File: src/include/rsc_defines.vh
// register offsets, field positions, key codes and timing counts for the reset source controller
// assumes a 10 MHz core clock and an 8-bit register port
`ifndef RSC_DEFINES_VH
`define RSC_DEFINES_VH
`define RSC_CLK_HZ 10000000
`define RSC_ADDR_CAUSE 4'h0
`define RSC_ADDR_SYS3 4'h1
`define RSC_ADDR_KEY 4'h2
`define RSC_ADDR_STATE 4'h3
`define RSC_KEY_CLEAR 8'h71
`define RSC_KEY_PIN 8'hb2
`define RSC_BIT_VDET 0
`define RSC_BIT_WDT 1
`define RSC_BIT_CLK 2
`define RSC_BIT_TRIM 3
`define RSC_BIT_FLASH 4
`define RSC_BIT_TRIM_FAULT_FLAG 5
`define RSC_BIT_CAUSE_CLEAR_REQUEST 6
`define RSC_BIT_RESET_PIN_DISABLE 0
`define RSC_PIN_LOW_NS 5000
`define RSC_PIN_LOW_CYC ((`RSC_PIN_LOW_NS * (`RSC_CLK_HZ / 1000000) + 999) / 1000)
`define RSC_WARMUP_CYC 8192
`define RSC_TRIM_LOAD_CYC 16
`endif

File: src/design/rsc_filter.v
// low-level duration filter for the reset pin
// assumes pin level synchronous to the core clock
`timescale 1ns/10ps
module rsc_filter #(
    parameter CYCLES = 50
) (
    input wire clk,
    input wire rst_n,
    input wire enable,
    input wire pin_level,
    output reg pin_reset
);
    reg [15:0] low_count;

    // counts consecutive low cycles; asserts reset once long enough
    always @(posedge clk or negedge rst_n) begin
        if (!rst_n) begin
            low_count <= 16'h0000;
            pin_reset <= 1'b0;
        end else if (!enable || pin_level) begin
            low_count <= 16'h0000;
            pin_reset <= 1'b0;
        end else if (low_count >= CYCLES[15:0] - 16'h0001) begin
            pin_reset <= 1'b1;
        end else begin
            low_count <= low_count + 16'h0001;
        end
    end
endmodule // rsc_filter

File: src/design/rsc_reset_ctrl.v
// reset source combiner, warm-up sequencer and reset cause tracker
// assumes power-on and fault sources synchronous to CORE_CLK; RSTN is the chip power-on path
`include "rsc_defines.vh"
`timescale 1ns/10ps
module rsc_reset_ctrl #(
    parameter WARMUP_CYC = `RSC_WARMUP_CYC
) (
    // clock and power-on reset
    input wire CORE_CLK,
    input wire RSTN,
    input wire POR_ACTIVE,
    // reset pin shared with port1 bit0
    input wire RESET_PIN_IN,
    // internal factor sources and trim load status
    input wire VDET_EVENT,
    input wire WDT_OVERFLOW,
    input wire CLK_DEADLOCK,
    input wire TRIM_CORRUPT,
    input wire FLASH_STANDBY_ACCESS,
    input wire TRIM_LOAD_OK,
    // register port
    input wire [3:0] REG_ADDR,
    input wire [7:0] REG_WDATA,
    input wire REG_WR,
    input wire REG_RD,
    output reg [7:0] REG_RDATA,
    // system outputs
    output reg CORE_RESET_N,
    output reg WARMUP_ACTIVE,
    output reg TRIM_LOAD,
    output reg PIN_IS_PORT,
    output reg FETCH_VECTOR
);
    localparam ST_RESET = 2'h0;
    localparam ST_WARM = 2'h1;
    localparam ST_RUN = 2'h2;

    reg [1:0] state;
    reg [15:0] warm_count;
    reg [4:0] cause;
    reg trim_fault;
    reg clear_req;
    reg rst_disable;
    reg pin_func_port;
    reg ext_clear;
    reg [4:0] pending;
    wire pin_reset;
    wire ext_reset;
    wire factor_reset;
    wire [4:0] factor_vec;
    wire key_wr;

    // reset pin filter active only while pin has reset function
    rsc_filter #(
        .CYCLES(`RSC_PIN_LOW_CYC)
    ) u_filter (
        .clk(CORE_CLK),
        .rst_n(RSTN),
        .enable(!pin_func_port),
        .pin_level(RESET_PIN_IN),
        .pin_reset(pin_reset)
    );

    assign ext_reset = POR_ACTIVE | pin_reset;
    assign factor_vec = {FLASH_STANDBY_ACCESS, TRIM_CORRUPT, CLK_DEADLOCK, WDT_OVERFLOW, VDET_EVENT};
    assign factor_reset = |factor_vec;
    assign key_wr = REG_WR && (REG_ADDR == `RSC_ADDR_KEY);

    // reset sequencer
    always @(posedge CORE_CLK or negedge RSTN) begin
        if (!RSTN) begin
            state <= ST_RESET;
            warm_count <= 16'h0000;
            CORE_RESET_N <= 1'b0;
            WARMUP_ACTIVE <= 1'b0;
            TRIM_LOAD <= 1'b0;
            FETCH_VECTOR <= 1'b0;
            trim_fault <= 1'b0;
        end else if (ext_reset || factor_reset) begin
            state <= ST_RESET;
            warm_count <= 16'h0000;
            CORE_RESET_N <= 1'b0;
            WARMUP_ACTIVE <= 1'b0;
            TRIM_LOAD <= 1'b0;
            FETCH_VECTOR <= 1'b0;
        end else begin
            FETCH_VECTOR <= 1'b0;
            case (state)
                ST_RESET: begin
                    state <= ST_WARM;
                    WARMUP_ACTIVE <= 1'b1;
                    TRIM_LOAD <= 1'b1;
                    warm_count <= 16'h0000;
                end
                ST_WARM: begin
                    warm_count <= warm_count + 16'h0001;
                    if (warm_count == `RSC_TRIM_LOAD_CYC - 1) begin
                        TRIM_LOAD <= 1'b0;
                        trim_fault <= !TRIM_LOAD_OK;
                    end
                    if (warm_count == WARMUP_CYC[15:0] - 16'h0001) begin
                        state <= ST_RUN;
                        WARMUP_ACTIVE <= 1'b0;
                        CORE_RESET_N <= 1'b1;
                        FETCH_VECTOR <= 1'b1;
                    end
                end
                ST_RUN: begin
                    state <= ST_RUN;
                end
                default: begin
                    state <= ST_RESET;
                end
            endcase
        end
    end

    // external or power-on reset marker for cause initialisation
    always @(posedge CORE_CLK or negedge RSTN) begin
        if (!RSTN) begin
            ext_clear <= 1'b1;
        end else begin
            ext_clear <= ext_reset;
        end
    end

    // cause status, clear request and pin function control
    always @(posedge CORE_CLK or negedge RSTN) begin
        if (!RSTN) begin
            cause <= 5'h00;
            clear_req <= 1'b0;
            rst_disable <= 1'b0;
            pin_func_port <= 1'b0;
            pending <= 5'h00;
        end else if (ext_clear) begin
            cause <= 5'h00;
            clear_req <= 1'b0;
            rst_disable <= 1'b0;
            pin_func_port <= 1'b0;
            pending <= 5'h00;
        end else begin
            if (factor_reset) begin
                pending <= pending | factor_vec;
            end
            if (state == ST_RUN && |pending) begin
                cause <= pending;
                pending <= factor_vec;
            end else if (key_wr && REG_WDATA == `RSC_KEY_CLEAR && clear_req) begin
                cause <= 5'h00;
            end
            if (key_wr && REG_WDATA == `RSC_KEY_CLEAR && clear_req) begin
                clear_req <= 1'b0;
            end else if (REG_WR && REG_ADDR == `RSC_ADDR_CAUSE) begin
                clear_req <= REG_WDATA[`RSC_BIT_CAUSE_CLEAR_REQUEST];
            end
            if (REG_WR && REG_ADDR == `RSC_ADDR_SYS3) begin
                rst_disable <= REG_WDATA[`RSC_BIT_RESET_PIN_DISABLE];
            end
            if (key_wr && REG_WDATA == `RSC_KEY_PIN && RESET_PIN_IN) begin
                pin_func_port <= rst_disable;
            end
        end
    end

    // read data one cycle after the strobe
    always @(posedge CORE_CLK or negedge RSTN) begin
        if (!RSTN) begin
            REG_RDATA <= 8'h00;
            PIN_IS_PORT <= 1'b0;
        end else begin
            PIN_IS_PORT <= pin_func_port;
            REG_RDATA <= 8'h00;
            if (REG_RD) begin
                case (REG_ADDR)
                    `RSC_ADDR_CAUSE: REG_RDATA <= {1'b0, clear_req, trim_fault, cause};
                    `RSC_ADDR_SYS3: REG_RDATA <= {7'h00, rst_disable};
                    `RSC_ADDR_STATE: REG_RDATA <= {5'h00, pin_func_port, state};
                    default: REG_RDATA <= 8'h00;
                endcase
            end
        end
    end
endmodule // rsc_reset_ctrl

File: config.mk
export PLATFORM = sky130hd
export DESIGN_NAME = rsc_reset_ctrl
export DESIGN_NICKNAME = d
export VERILOG_FILES = /design/src/design/rsc_filter.v /design/src/design/rsc_reset_ctrl.v
export VERILOG_INCLUDE_DIRS = /design/src /design/src/include
export SDC_FILE = /design/constraint.sdc
export NUM_CORES = 1
export LEC_CHECK = 0
export BUFFER_PORTS_ARGS = -buffer_cell sky130_fd_sc_hd__buf_2
export CORE_ASPECT_RATIO = 1.5
export CORE_MARGIN = 5
export CORE_UTILIZATION = 30
export CTS_BUF_LIST = sky130_fd_sc_hd__clkbuf_8 sky130_fd_sc_hd__clkbuf_16
export DETAILED_ROUTE_END_ITERATION = 7
export GPL_ROUTABILITY_DRIVEN = 0
export HOLD_SLACK_MARGIN = 0.05
export REMOVE_ABC_BUFFERS = 1
export SYNTH_ARGS = -nofsm -noshare
export SYNTH_HDL_FRONTEND = slang
export SYNTH_HIERARCHICAL = 1
export SYNTH_SLANG_ARGS = --single-unit
File: constraint.sdc
create_clock -name CORE_CLK -period 2.4 [get_ports CORE_CLK]
set_input_delay 0.12 -clock CORE_CLK [delete_from_list [all_inputs] [get_ports CORE_CLK]]
set_output_delay 0.12 -clock CORE_CLK [all_outputs]
set_load 0.1 [all_outputs]
==> run metrics <==
PwrDens=705 nW/um^2; Max Cap Viol=0; setup bufs post-CTS=0; Crit Path Category=reg2reg; Num CTS Buffers=9; area post-placement=3320 sq um; hold depth=3; Critical Path Sink Type=flop; Reg clk slew, reported paths=0.05 ns; cell count after synthesis=298; CP Max Fanout=8; H-tree Lvls=3; GRT Total Usage=0.116; P_leak=1.70 nW; GR Util met2=0.191; grt total ovfl=0; TritonRoute pass-1 iters=4; share of cells above drive strength 1=0.206; antenna viol nets, final=0; post-DP HPWL=4790 microns; fin crit period=2.17 ns; synthesized area=3020 sq um; CTS resizes=0; row count=45; CTS sink count=62; number of synthesized register bits=62; crit path buf inv count=1; post-DR vias/cell=5.17; top_reg_cell synth=dfrtp_1; leading cell type in the layout, fill and taps excluded=dfrtp_1; final setup violation count=0; CP Data Arrival Time=2.41 ns; Critical Path Start=state[1]; Max-slew headroom=0.534; met3 usage=0.0319; crit start category=flop; Post-synth ARST share=1.00; Chip Height=133 microns; M1 GR Usage=0.136; crit-path cells=inv_1, ha_1, or4b_1, or2_1, o31a_1, a31oi_1; CTS Buffer Depth=2; Initial Utilization=0.303; Post-synth EDFFs=0; number of global-route vias before repair=2285; GRT busiest layer=met2; Worst Tran Pin Value=0.699 ns; port bufs=35; Filler cells=993; register area share after synthesis=0.515; Crit path max-delay family=simple AND/OR/NAND/NOR gates; routed len/inst=14.2 microns; Final Hold Viols=0; Fin Setup TNS=0 ns; Netlist cell types=53; Syn Area/Cell=10.1 sq um; Critical R2R Launch=state[1]; worst hold path startpoint=TRIM_CORRUPT; Hold Worst Slack=0.0520 ns; Final Cycle Share=0.902; TritonCTS clock tree=built; CP max stage cell=or4b_1; max-slew violation count=0; max frequency=462 MHz; DRC=0; DR iter-0 viols=120; routed via count=2388; first-pass GRT wire length=11200 microns; VDD IR-drop max=0.267 mV; Die Wd=91.9 microns; pin count of the biggest net entering global routing=32; Die ar.=12200 sq um; IO Count=37; commonest cells after routing, fill and taps aside=61 x dfrtp_1, 35 x buf_2, 20 x a21oi_1; worst r2r path cells=6; slowest stage delay, CP=0.57 ns; Clock Latency Late Sink=0.33 ns; post-route design area=3690 sq um; worst clock skew=0.00583 ns; WL final=6570 microns; min-delay worst type=in2reg; status=finished, final reports clean; core outline area=9970 sq um; clk root buf=clkbuf_16; CP required=2.65 ns; RSZ-0062 raised after global routing=no; number of cells on the critical path=6; ANT cells=0; Ys Warns=6; nets@finish=372; antenna violations before repair=0; Area Growth Syn to Fin=22.3%
==> routing by layer <==
layer / wire length [microns] / vias to the layer above
met5: 0 / -
met4: 119 / 0
met3: 246 / 12
met2: 3380 / 48
met1: 2820 / 1154
li1: - / 1174
==> Yosys cell counts, types with 2 or more instances <==
library cell / number / area, sq um
nand4_1: 12 / 75.1
nand3_1: 11 / 55.1
nor3_1: 11 / 55.1
o31ai_1: 2 / 15.0
clkbuf_1: 8 / 30.0
nor4_1: 3 / 18.8
or4_1: 2 / 15.0
and2_1: 14 / 87.6
nor4_4: 2 / 42.5
and3_1: 4 / 25.0
mux2i_1: 6 / 60.1
nand4b_1: 2 / 17.5
a22o_1: 6 / 52.6
o31a_1: 2 / 17.5
nor4b_1: 3 / 26.3
ha_1: 8 / 100
buf_2: 3 / 15.0
nor3b_1: 3 / 22.5
a21oi_1: 20 / 100
nand2_1: 17 / 63.8
nor2_1: 19 / 71.3
inv_1: 12 / 45.0
or2_1: 2 / 12.5
dfrtp_1: 61 / 1530
or3_1: 4 / 25.0
and4_1: 3 / 26.3
o21a_1: 2 / 15.0
o21ai_0: 19 / 95.1
a31oi_1: 9 / 56.3
or2_2: 5 / 31.3
==> logic make-up (layout without fill, tap and decap cells) <==
| kind of cell | after synthesis | after routing | synth area share |
|---|---|---|---|
| flip-flops | 62 | 62 | 0.515 |
| adder cells (fa/ha/maj) | 8 | 8 | 0.0332 |
| AO/OA/AOI/OAI | 69 | 69 | 0.145 |
| AND/OR/NAND/NOR | 126 | 126 | 0.248 |
| other | 1 | 1 | 0.00124 |
| multiplexers | 6 | 6 | 0.0199 |
| buffers and inverters | 26 | 73 | 0.0377 |
==> final cells by class <==
class	instances	area (sq um)	share of cell area
Clock inverter	4	68.8	0.0186
Inverter	12	45.0	0.0122
Clock buffer	12	267	0.0722
Timing Repair Buffer	45	260	0.0705
Multi-Input combinational cell	210	1350	0.366
Tap cell	117	146	0.0397
Sequential cell	62	1550	0.421
==> report_power, final <==
group / internal, mW / leakage (nW) / switching [mW]
registers: 1.06 / 0.847 / 0.0140
logic: 0.0415 / 0.680 / 0.0721
clock network: 0.987 / 0.170 / 0.429
==> final timing paths <==
check	end	slack (ns)
min reg2reg	PIN_IS_PORT	0.49
max	warm_count[13]	0.23
max reg2reg	warm_count[13]	0.23
min in group asynchronous	REG_RDATA[0]	0.37
min	pending[3]	0.05
max in group asynchronous	ext_clear	1.24
==> registers in the layout (all words and copies together), names as in the netlist <==
signal              cells
u_filter/low_count     16
pin_func_port           1
ext_clear               1
PIN_IS_PORT             1
cause                   5
WARMUP_ACTIVE           1
FETCH_VECTOR            1
trim_fault              1
REG_RDATA               7
state                   2
CORE_RESET_N            1
pending                 5
warm_count             16
TRIM_LOAD               1
u_filter/pin_reset      1
rst_disable             1
clear_req               1
==> worst reg2reg max path: cells and delay by family (launching register included) <==
kind	cells	cell delay (ns)
AO/OA/AOI/OAI	2	0.45
adder cells (fa/ha/maj)	1	0.18
buffers and inverters	1	0.11
flip-flops	1	0.40
AND/OR/NAND/NOR	2	0.94
==> repair_timing <==
item	CTS	global route
endpoints found under the setup margin	0	0
hold buffers	4	0
endpoints found under the hold margin	32	0
==> stage by stage <==
step                power [mW]  utilization  cells  setup slack [ns]
finish                    2.60        0.370    462             0.235
global route              2.71        0.370    462            0.0884
CTS                       2.64        0.370    462             0.221
detailed placement        1.20        0.333    442             0.271
global placement          1.20        0.333    442             0.294
floorplan                 1.14            -    284            0.0406
Power figures use the tool's default switching activity.
